$ cat config.mk
export PLATFORM = sky130hd
export DESIGN_NAME = uotg_status_pull
export DESIGN_NICKNAME = d
export VERILOG_FILES = /design/src/uotg_status_pull.v
export VERILOG_INCLUDE_DIRS = /design/src
export SDC_FILE = /design/constraint.sdc
export NUM_CORES = 1
export LEC_CHECK = 0
export BUFFER_PORTS_ARGS = -buffer_cell sky130_fd_sc_hd__clkbuf_2
export CAP_MARGIN = 20
export CORE_MARGIN = 5
export CORE_UTILIZATION = 45
export CTS_BUF_LIST = sky130_fd_sc_hd__clkbuf_16
export DETAILED_ROUTE_END_ITERATION = 7
export PLACE_DENSITY_LB_ADDON = 0.15
export RECOVER_POWER = 100
export SLEW_MARGIN = 20
export SYNTH_ARGS = -nofsm -noshare
export SYNTH_HDL_FRONTEND = slang
export SYNTH_SLANG_ARGS = --single-unit
$ cat constraint.sdc
create_clock -name pclk -period 2.75 [get_ports pclk]
set_input_delay 0.1375 -clock pclk [delete_from_list [all_inputs] [get_ports pclk]]
set_output_delay 0.1375 -clock pclk [all_outputs]
set_load 0.05 [all_outputs]
$ cat src/uotg_defines.vh
// Register offsets, field positions, reset values and timing for the OTG block
`ifndef UOTG_DEFINES_VH
`define UOTG_DEFINES_VH

`define UOTG_OFF_CONTROL   12'h000
`define UOTG_OFF_USBCTL    12'h004
`define UOTG_OFF_FLAGS     12'h008
`define UOTG_OFF_IRQ_EN    12'h00c
`define UOTG_OFF_IRQ_CLR   12'h010
`define UOTG_OFF_LINE      12'h014

`define UOTG_CTL_VBUS_DISCHARGE_ENABLE   0
`define UOTG_CTL_OTG_FEATURE_ENABLE     2
`define UOTG_CTL_DMPD      4
`define UOTG_CTL_DPPD      5
`define UOTG_CTL_DMPU      6
`define UOTG_CTL_DPPU      7
`define UOTG_CTL_MASK      8'hf5

`define UOTG_UCTL_USB_MODULE_ENABLE    0
`define UOTG_UCTL_HOST_MODE_ENABLE   3
`define UOTG_UCTL_MASK     8'h09

`define UOTG_FLG_AVBUS     0
`define UOTG_FLG_BVBUS     2
`define UOTG_FLG_SESSV     3
`define UOTG_FLG_ACTV      4
`define UOTG_FLG_LSTATE    5
`define UOTG_FLG_MSTIMER   6
`define UOTG_FLG_ID        7
`define UOTG_FLG_MASK      8'hfd

`define UOTG_RST_CONTROL   8'h00
`define UOTG_RST_USBCTL    8'h00
`define UOTG_RST_FLAGS     8'h00
`define UOTG_RST_IRQ_EN    8'h00

`define UOTG_LIN_DM        0
`define UOTG_LIN_DP        1
`define UOTG_LIN_ID        2
`define UOTG_LIN_J         4
`define UOTG_LIN_SE0       5

`define UOTG_CLK_HZ        20000000
`define UOTG_MS_TIME_US    1000
`define UOTG_MS_CYCLES     ((`UOTG_CLK_HZ / 1000000) * `UOTG_MS_TIME_US)

`endif

$ cat src/uotg_status_pull.v
// OTG pull resistor control and write-one-to-clear OTG event flags over APB
//
// Functional notes
// - OTG enable set: four software pull bits drive the line resistors.
// - OTG enable clear: pulls follow host enable and module enable.
// - ID pin change sets the ID change flag, bit 7.
// - Free-running 1 ms timer sets the timer flag, bit 6, each expiry.
// - Line state steady 1 ms and differing from last sets bit 5.
// - Activity on D+, D- or VBUS sets the activity flag, bit 4.
// - VBUS crossing A session end threshold sets bit 3.
// - VBUS crossing B session end threshold sets bit 2.
// - VBUS crossing A VBUS valid threshold sets bit 0.
// - Rising and falling threshold crossings both count as events.
// - A flag clears only where a write carries a one.
// - Flag bits 31 to 8 and bit 1 read zero, ignore writes.
// - Flags are set only by hardware; writing zero has no effect.
// - Control bits 7 to 4 enable D+ up, D- up, D+ down, D- down.
`timescale 1ns/1ps
`default_nettype none
`include "uotg_defines.vh"

module uotg_status_pull #(
  parameter MS_CYCLES = `UOTG_MS_CYCLES
) (
  input  wire        pclk,
  input  wire        presetn,
  input  wire        psel,
  input  wire        penable,
  input  wire        pwrite,
  input  wire [11:0] paddr,
  input  wire [31:0] pwdata,
  output reg  [31:0] prdata,
  output wire        pready,
  output wire        pslverr,
  input  wire        id_pin,
  input  wire        dplus_rx,
  input  wire        dminus_rx,
  input  wire        vbus_a_sess_end,
  input  wire        vbus_b_sess_end,
  input  wire        vbus_a_valid,
  output reg         dplus_pullup_on,
  output reg         dminus_pullup_on,
  output reg         dplus_pulldown_on,
  output reg         dminus_pulldown_on,
  output wire        vbus_discharge_on,
  output wire        usb_irq
);

  // ----------------------------------------------------------------
  // Input synchronisers
  // ----------------------------------------------------------------
  reg  [5:0] sync_a;
  reg  [5:0] sync_b;
  reg  [5:0] sync_d;
  wire [5:0] raw_in = {id_pin, dplus_rx, dminus_rx,
                       vbus_a_sess_end, vbus_b_sess_end, vbus_a_valid};

  always @(posedge pclk or negedge presetn) begin
    if (!presetn) begin
      sync_a <= 6'h00;
      sync_b <= 6'h00;
    end else begin
      sync_a <= raw_in;
      sync_b <= sync_a;
    end
  end

  // ----------------------------------------------------------------
  // Edge detection
  // ----------------------------------------------------------------
  // The delayed copy holds a real pin sample only from the third edge
  // after reset, so changes are reported from then on; a pin idling
  // high would otherwise look like a change right after reset.
  reg  [2:0] arm;
  wire       primed = arm[2];

  always @(posedge pclk or negedge presetn) begin
    if (!presetn) begin
      sync_d <= 6'h00;
      arm    <= 3'h0;
    end else begin
      sync_d <= sync_b;
      arm    <= {arm[1:0], 1'b1};
    end
  end

  wire [5:0] chg = primed ? (sync_b ^ sync_d) : 6'h00;
  wire id_s  = sync_b[5];
  wire dp_s  = sync_b[4];
  wire dm_s  = sync_b[3];

  // ----------------------------------------------------------------
  // Millisecond timer and line state filter
  // ----------------------------------------------------------------
  localparam [31:0] MS_LAST = MS_CYCLES - 1;
  reg [31:0] ms_cnt;
  wire       ms_tick = (ms_cnt == MS_LAST);

  always @(posedge pclk or negedge presetn) begin
    if (!presetn)
      ms_cnt <= 32'h0000_0000;
    else if (ms_tick)
      ms_cnt <= 32'h0000_0000;
    else
      ms_cnt <= ms_cnt + 32'h0000_0001;
  end

  // Line state: SE0 and J (J taken as D+ high, D- low at full speed)
  wire [1:0] line_now = {~dp_s & ~dm_s, dp_s & ~dm_s};
  reg  [1:0] line_cand;
  reg  [1:0] line_last;
  reg [31:0] stab_cnt;
  reg        lstate_ev;

  always @(posedge pclk or negedge presetn) begin
    if (!presetn) begin
      line_cand <= 2'h0;
      line_last <= 2'h0;
      stab_cnt  <= 32'h0000_0000;
      lstate_ev <= 1'b0;
    end else begin
      lstate_ev <= 1'b0;
      if (line_now != line_cand) begin
        line_cand <= line_now;
        stab_cnt  <= 32'h0000_0000;
      end else if (stab_cnt != MS_LAST) begin
        stab_cnt <= stab_cnt + 32'h0000_0001;
      end else if (line_cand != line_last) begin
        line_last <= line_cand;
        lstate_ev <= 1'b1;
      end
    end
  end

  // ----------------------------------------------------------------
  // Event vector in flag layout
  // ----------------------------------------------------------------
  wire [7:0] events;
  assign events[`UOTG_FLG_ID]      = chg[5];
  assign events[`UOTG_FLG_MSTIMER] = ms_tick;
  assign events[`UOTG_FLG_LSTATE]  = lstate_ev;
  assign events[`UOTG_FLG_ACTV]    = |chg[4:0];
  assign events[`UOTG_FLG_SESSV]   = chg[2];
  assign events[`UOTG_FLG_BVBUS]   = chg[1];
  assign events[1]                 = 1'b0;
  assign events[`UOTG_FLG_AVBUS]   = chg[0];

  // ----------------------------------------------------------------
  // APB register file
  // ----------------------------------------------------------------
  reg  [7:0] otg_control;
  reg  [7:0] usb_control;
  reg  [7:0] irq_enable;

  wire wr_en = psel & penable & pwrite;
  wire known = (paddr == `UOTG_OFF_CONTROL) | (paddr == `UOTG_OFF_USBCTL) |
               (paddr == `UOTG_OFF_FLAGS)   | (paddr == `UOTG_OFF_IRQ_EN) |
               (paddr == `UOTG_OFF_IRQ_CLR) | (paddr == `UOTG_OFF_LINE);

  assign pready  = 1'b1;
  assign pslverr = psel & penable & ~known;

  // Flags and irq clear register share one clear path
  wire clr_hit = wr_en & ((paddr == `UOTG_OFF_FLAGS) |
                          (paddr == `UOTG_OFF_IRQ_CLR));
  wire [7:0] clr_mask = clr_hit ? (pwdata[7:0] & `UOTG_FLG_MASK) : 8'h00;

  always @(posedge pclk or negedge presetn) begin
    if (!presetn) begin
      otg_control <= `UOTG_RST_CONTROL;
      usb_control <= `UOTG_RST_USBCTL;
      irq_enable  <= `UOTG_RST_IRQ_EN;
    end else begin
      if (wr_en && paddr == `UOTG_OFF_CONTROL)
        otg_control <= pwdata[7:0] & `UOTG_CTL_MASK;
      if (wr_en && paddr == `UOTG_OFF_USBCTL)
        usb_control <= pwdata[7:0] & `UOTG_UCTL_MASK;
      if (wr_en && paddr == `UOTG_OFF_IRQ_EN)
        irq_enable <= pwdata[7:0] & `UOTG_FLG_MASK;
    end
  end

  // ----------------------------------------------------------------
  // Event flags, one hardware-set write-one-to-clear bit per position except bit 1
  // ----------------------------------------------------------------
  localparam [7:0] FLAG_IMPL = `UOTG_FLG_MASK;
  localparam [7:0] FLAG_RST  = `UOTG_RST_FLAGS;

  wire [7:0] otg_event_flags;

  genvar g;
  generate
    for (g = 0; g < 8; g = g + 1) begin : g_flag
      if (FLAG_IMPL[g]) begin : g_impl
        reg flag;
        // Set wins over clear so an event in the clear cycle survives
        always @(posedge pclk or negedge presetn) begin
          if (!presetn)
            flag <= FLAG_RST[g];
          else
            flag <= (flag & ~clr_mask[g]) | events[g];
        end
        assign otg_event_flags[g] = flag;
      end else begin : g_none
        assign otg_event_flags[g] = 1'b0;
      end
    end
  endgenerate

  // ----------------------------------------------------------------
  // Line status word
  // ----------------------------------------------------------------
  // Live synchronised levels plus the last line state held for 1 ms
  reg [31:0] line_word;

  always @* begin
    line_word                = 32'h0000_0000;
    line_word[`UOTG_LIN_DM]  = dm_s;
    line_word[`UOTG_LIN_DP]  = dp_s;
    line_word[`UOTG_LIN_ID]  = id_s;
    line_word[`UOTG_LIN_J]   = line_last[0];
    line_word[`UOTG_LIN_SE0] = line_last[1];
  end

  // ----------------------------------------------------------------
  // Read data
  // ----------------------------------------------------------------
  // The word is captured at the end of the setup phase, so it comes from
  // a flop and stands for the whole access phase; a flag set on that
  // same edge shows on the next read instead.
  reg [31:0] rd_mux;

  always @* begin
    rd_mux = 32'h0000_0000;
    case (paddr)
      `UOTG_OFF_CONTROL: rd_mux = {24'h000000, otg_control};
      `UOTG_OFF_USBCTL:  rd_mux = {24'h000000, usb_control};
      `UOTG_OFF_FLAGS:   rd_mux = {24'h000000, otg_event_flags};
      `UOTG_OFF_IRQ_EN:  rd_mux = {24'h000000, irq_enable};
      `UOTG_OFF_LINE:    rd_mux = line_word;
      default:           rd_mux = 32'h0000_0000;
    endcase
  end

  // Zero outside a read keeps the bus quiet between transfers
  always @(posedge pclk or negedge presetn) begin
    if (!presetn)
      prdata <= 32'h0000_0000;
    else if (psel && !penable && !pwrite)
      prdata <= rd_mux;
    else
      prdata <= 32'h0000_0000;
  end

  // ----------------------------------------------------------------
  // Interrupt output
  // ----------------------------------------------------------------
  assign usb_irq = |(otg_event_flags & irq_enable);

  // ----------------------------------------------------------------
  // Pull resistor selection
  // ----------------------------------------------------------------
  wire otg_en  = otg_control[`UOTG_CTL_OTG_FEATURE_ENABLE];
  wire host_en = usb_control[`UOTG_UCTL_HOST_MODE_ENABLE];
  wire usb_en  = usb_control[`UOTG_UCTL_USB_MODULE_ENABLE];

  // Discharge is only meaningful to a host; software keeps it clear else
  assign vbus_discharge_on = otg_control[`UOTG_CTL_VBUS_DISCHARGE_ENABLE];

  reg next_dplus_pullup;
  reg next_dminus_pullup;
  reg next_dplus_pulldown;
  reg next_dminus_pulldown;

  always @* begin
    if (otg_en) begin
      next_dplus_pullup    = otg_control[`UOTG_CTL_DPPU];
      next_dminus_pullup   = otg_control[`UOTG_CTL_DMPU];
      next_dplus_pulldown  = otg_control[`UOTG_CTL_DPPD];
      next_dminus_pulldown = otg_control[`UOTG_CTL_DMPD];
    end else begin
      // Enabled host pulls both lines down; enabled peripheral attaches on D+
      next_dplus_pullup    = usb_en & ~host_en;
      next_dminus_pullup   = 1'b0;
      next_dplus_pulldown  = usb_en & host_en;
      next_dminus_pulldown = usb_en & host_en;
    end
  end

  always @(posedge pclk or negedge presetn) begin
    if (!presetn) begin
      dplus_pullup_on    <= 1'b0;
      dminus_pullup_on   <= 1'b0;
      dplus_pulldown_on  <= 1'b0;
      dminus_pulldown_on <= 1'b0;
    end else begin
      dplus_pullup_on    <= next_dplus_pullup;
      dminus_pullup_on   <= next_dminus_pullup;
      dplus_pulldown_on  <= next_dplus_pulldown;
      dminus_pulldown_on <= next_dminus_pulldown;
    end
  end

endmodule
`default_nettype wire

Word level (Yosys, flattened, before mapping)
Cells that the tools add are included.
{ "classes": {"n_eq_ne": 9, "bitwise_logic": 43, "addsub": 2, "reduce_logical": 12, "mux": 14} }
{ "ops": {"columns": ["cell", "count"], "rows": [
  ["$mux 32", 3],
  ["$add 32x1->32 const B", 2],
  ["$pmux 8 s5", 1],
  ["$eq 32x15->1 const B", 1],
  ["$ne 32x15->1 const B", 1],
  ["$eq 12x4->1 const B", 2],
  ["$eq 12x5->1 const B", 2],
  ["$mux 8", 2],
  ["$and 1x1->1", 15],
  ["$not 1->1", 13],
  ["$or 1x1->1", 13],
  ["$eq 12x3->1 const B", 1],
  ["$logic_not 12->1", 1],
  ["$and 8x8->8", 1],
  ["$reduce_or 8->1", 1],
  ["$mux 1", 7],
  ["$mux 6", 1],
  ["$xor 6x6->6", 1],
  ["$logic_and 1x1->1", 5],
  ["$reduce_or 5->1", 1],
  ["$ne 2x2->1", 2],
  ["$reduce_and 3->1", 1],
  ["$logic_not 1->1", 2],
  ["$reduce_bool 2->1", 1]
]} }
{ "totals": {"reg_bits": 148, "wordCells": 104, "output_inout_bits": 40, "in_bits": 55} }

Depth between registers and ports, before layout
{ "depth": {"word_depth": 8, "ltp_mapped": 7, "depth_no_buf": 5} }

Worst setup path before layout
Ideal clock, no wire load.
{ "synth_path": {"path_kind": "register -> register", "from": "register stab_cnt[23]", "to": "register line_last[0]", "synth_period_minus_slack_ns": 2.021, "setup_time_ns": 0.128, "required_ns": 2.622, "n_path_buf": 0, "t_arrival_ns": 1.893, "path_stages_with_launch": 5, "path_slack_ns": 0.729, "cell_sequence": "dfrtp_1 > or4_4 > or3b_1 > nor4_2 > mux2_1"} }
{ "synth_via": {"elab_chain_cells": 3} }
{ "synth_rtl": {"columns": ["element", "line_no", "text"], "rows": [
  ["from (decl)", "uotg_status_pull.v:112", "reg [31:0] stab_cnt;"],
  ["from (signal assigned)", "uotg_status_pull.v:127", "stab_cnt <= stab_cnt + 32'h0000_0001;"],
  ["$ne 32x15->1", "uotg_status_pull.v:126", "end else if (stab_cnt != MS_LAST) begin"],
  ["$not 1->1 (no source line)", null, null],
  ["$reduce_and 3->1 (no source line)", null, null],
  ["to (signal assigned)", "uotg_status_pull.v:129", "line_last <= line_cand;"],
  ["to (decl)", "uotg_status_pull.v:111", "reg [1:0] line_last;"]
]} }
Every way passes these cells.
A chain may end at the register's enable or synchronous reset.

Worst setup path in the final report
{ "layout_path": {"from": "input paddr[11]", "to": "register irq_enable[0]"} }
{ "layout_via": {"elab_chain_cells": 2} }
{ "layout_rtl": {"columns": ["element", "line_no", "text"], "rows": [
  ["from (decl)", "uotg_status_pull.v:30", "input wire [11:0] paddr,"],
  ["$eq 12x4->1 (no source line)", null, null],
  ["$logic_and 1x1->1 (no source line)", null, null],
  ["to (signal assigned)", "uotg_status_pull.v:172", "irq_enable <= `UOTG_RST_IRQ_EN;"],
  ["to (signal assigned)", "uotg_status_pull.v:179", "irq_enable <= pwdata[7:0] & `UOTG_FLG_MASK;"],
  ["to (decl)", "uotg_status_pull.v:153", "reg [7:0] irq_enable;"]
]} }
Every way passes these cells.

==> flow_metrics.tcl <==
set metrics [dict create \
    status "complete, but fails checks" \
    violations "max-capacitance violations, max-slew violations" \
    endpoint_kind "flip-flop" \
    min_path_cells 2 \
    slowest_delay_ns 1.26 \
    startpoint "paddr[11]" \
    stdcell_area_sq_mm 0.006959 \
    setup_viol 0 \
    r2r_slack_ns 0.46 \
    grt_setup_unrepaired "false" \
    clock_sinks 124 \
    n_antenna_cell 0 \
    crit_arrival_ns 2.60 \
    maxCapViolCount 2 \
    fin_setup_tns_ns 0 \
    fin_nets 688 \
    cts_root_buf "clkbuf_16" \
    ys_seq_elements 124 \
    timing.final.crit_share_pct 83.89 \
    synth_edf_count 0 \
    crit_slowest_cell "nor4_1" \
    crit_family "simple AND/OR/NAND/NOR gates" \
    grt_max_degree 75 \
    syn-mean-instance-area_sq_um 10.57 \
    cellLeakagePower_nw 3.004 \
    coreArea_sq_mm 0.01309 \
    drt_pass1_iterations 4 \
    viasPerCell 5.372 \
    grt_pass1_vias 4318 \
    crit_type "input port to flip-flop" \
    syn_area_sq_mm 0.005951 \
    placedCellCount 774 \
    start_util_pct 45.48 \
    gp_congestion 0.8030 \
    r2r_cells 4 \
    yosysWarningCount 0 \
    netlist_instances 563 \
    hp-class "input port to flip-flop" \
    reg2reg_to "line_last[0]" \
    crit_required_ns 3.05 \
    wl_per_cell_um 15.21 \
    syn2layout_area_growth_pct 16.95 \
    cts.htree.levels 4 \
    async_reset_ff_share_pct 100.0 \
    ant_nets 0 \
    max_freq_ghz 0.4335 \
    drv_slew 32 \
    numPortBuffers 44 \
    fill_cells 1178 \
    antenna_found_initial 0 \
    num_vias 4405 \
    drive_gt1_share_pct 11.18 \
    vdd.ir_drop.worst_v 0.0004371 \
    die_w_um 125.0 \
    ys_types 55 \
    ys_seq_area_share_pct 52.14 \
    crit_cells 5 \
    drc 0 \
    grt_overflow 0 \
    synth_ff_type "dfrtp_1" \
    start_kind "input port" \
    core.rowCount 42 \
    numCtsBuffers 17 \
    slew_headroom_pct -21.91 \
    skew_ns 0.006449 \
    cp_max_fo 7 \
    tightestPinTransition_ns 1.829 \
    clkSlewWorstSetupHoldPaths_ns 0.06 \
    crit_buf_inv 1 \
    io_pins 95 \
    die_area_sq_mm 0.01562 \
    dpl.hpwl_mm 8.372 \
    clockBufferDepth 2 \
    dpl_cell_area_sq_mm 0.006311 \
    final_cells 820 \
    cts_tree "built" \
    crit_chain "clkbuf_2 -> nor4_1 -> nand2_1 -> nor4_1 -> mux2_1" \
    r2r_start "stab_cnt[23]" \
    hold_viol 0 \
    grt_pass1_wl_mm 21.45 \
    wl_mm 12.47 \
    cp-endpoint "irq_enable[0]" \
    powerDensity_mw_per_mm2 623.6 \
    clk_latency_ns 0.42 \
    worst_path_most_repeated_cell "nor4_1" \
    finalCriticalPeriod_ns 2.307 \
    die_y_um 125.0 \
    drtIter0Drc 340 \
    grtUsageTotal_pct 16.73 \
]
cell families (layout without fill, tap and decap cells):
kind of cell | count (synthesis) | in the layout | share of synthesized area, %
and+or+nand+nor | 232 | 232 | 22.65
DFF | 124 | 124 | 52.14
AOI/OAI and AO/OA | 78 | 78 | 8.179
buffers and inverters | 54 | 111 | 5.067
xor gates and xnor gates | 43 | 43 | 6.329
muxes | 28 | 28 | 5.088
adders and majority gates | 2 | 2 | 0.4205
other | 2 | 26 | 0.1262
registers in the layout (all words and copies together), names as in the netlist, 2 cells and up:
signal and flops:
sync_d 6, line_cand 2, sync_b 6, otg_control 6, ms_cnt 32, stab_cnt 32
usb_control 2, arm 3, line_last 2, irq_enable 7, sync_a 6, prdata 8
g_flag.g_impl.flag 7
placed cells by master (no fill, tap or decap), drive strengths merged, types with 8 or more instances in the layout:
cell type    netlist  routed
and4               8       8
nor4              18      18
nor2              25      25
o21ai             18      18
nor3               9       9
xor2              18      18
dlygate4sd3        0      13
a21oi             28      28
nand3             43      43
dfrtp            124     124
o31ai             14      14
nand2             45      45
or4               18      18
inv               11      18
mux2i             10      10
conb               2      26
mux2              18      18
nand4             21      21
clkbuf            15      66
and3               9       9
xnor2             25      25
worst min-delay path by stage:
stage,startpoint,end
3_3_place_gp,vbus_a_sess_end,sync_a[2]
3_5_place_dp,dminus_rx,sync_a[3]
4_1_cts,pwdata[0],otg_control[0]
2_1_floorplan,presetn,arm[0]
5_1_grt,pwdata[0],otg_control[0]
6_report,pwdata[0],usb_control[0]
cell type report:
type / count / area, sq um / share of cell area (%)
sequential: 124 / 3103 / 44.59
multi-input combinational: 409 / 2587 / 37.18
clock buffer: 17 / 425.4 / 6.113
timing repair buffer: 68 / 419.2 / 6.023
tap: 176 / 220.2 / 3.164
clock inverter: 15 / 162.7 / 2.337
inverter: 11 / 41.29 / 0.5933
per-layer routing:
layer,vias up,wire [um],GRT usage [%]
met3,14,629,4.989
met4,0,125,6.122
met1,2150,5957,22.83
met5,-,0,0
li1,2136,-,-
met2,105,5756,25.43
timing repair:
item	in CTS	in global routing
hold buffers	13	0
gates resized for setup	0	0
hold endpoints to repair	90	0
buffers inserted	0	0
report_power, final:
group	switching [mW]	internal (mW)	leakage (nW)
Sequential	0.0228	1.85	1.64
Clock	0.878	1.35	0.287
Combinational	0.180	0.0631	1.08
Total	1.08	3.26	3.00
through the flow:
stage          setup slack, ns  hold WS [ns]  util, %  total power [mW]
5_1_grt                 0.2283      0.004538    53.18             4.519
3_5_place_dp            0.5429        0.2481    48.23             2.136
2_1_floorplan           0.7293       -0.1581        -             2.070
3_3_place_gp            0.5912        0.2466    48.23             2.132
6_report                0.4431       0.01879    53.18             4.340
4_1_cts                 0.5144      0.003331    53.72             4.399
cells in the mapped netlist (all sizes together), types with 10 or more instances:
cell	count	area, sq um
buf	28	203.9
o21ai	18	90.09
inv	11	41.29
nand3	43	215.2
a21oi	28	140.1
xor2	18	157.7
nor4	18	167.7
mux2i	10	100.1
dfrtp	124	3103
nor2	25	93.84
nand2	45	168.9
or4	18	138.9
o31ai	14	105.1
xnor2	25	219.0
nand4	21	131.4
clkbuf	15	56.30
mux2	18	202.7
No activity file was read; power rests on OpenSTA's default activity.
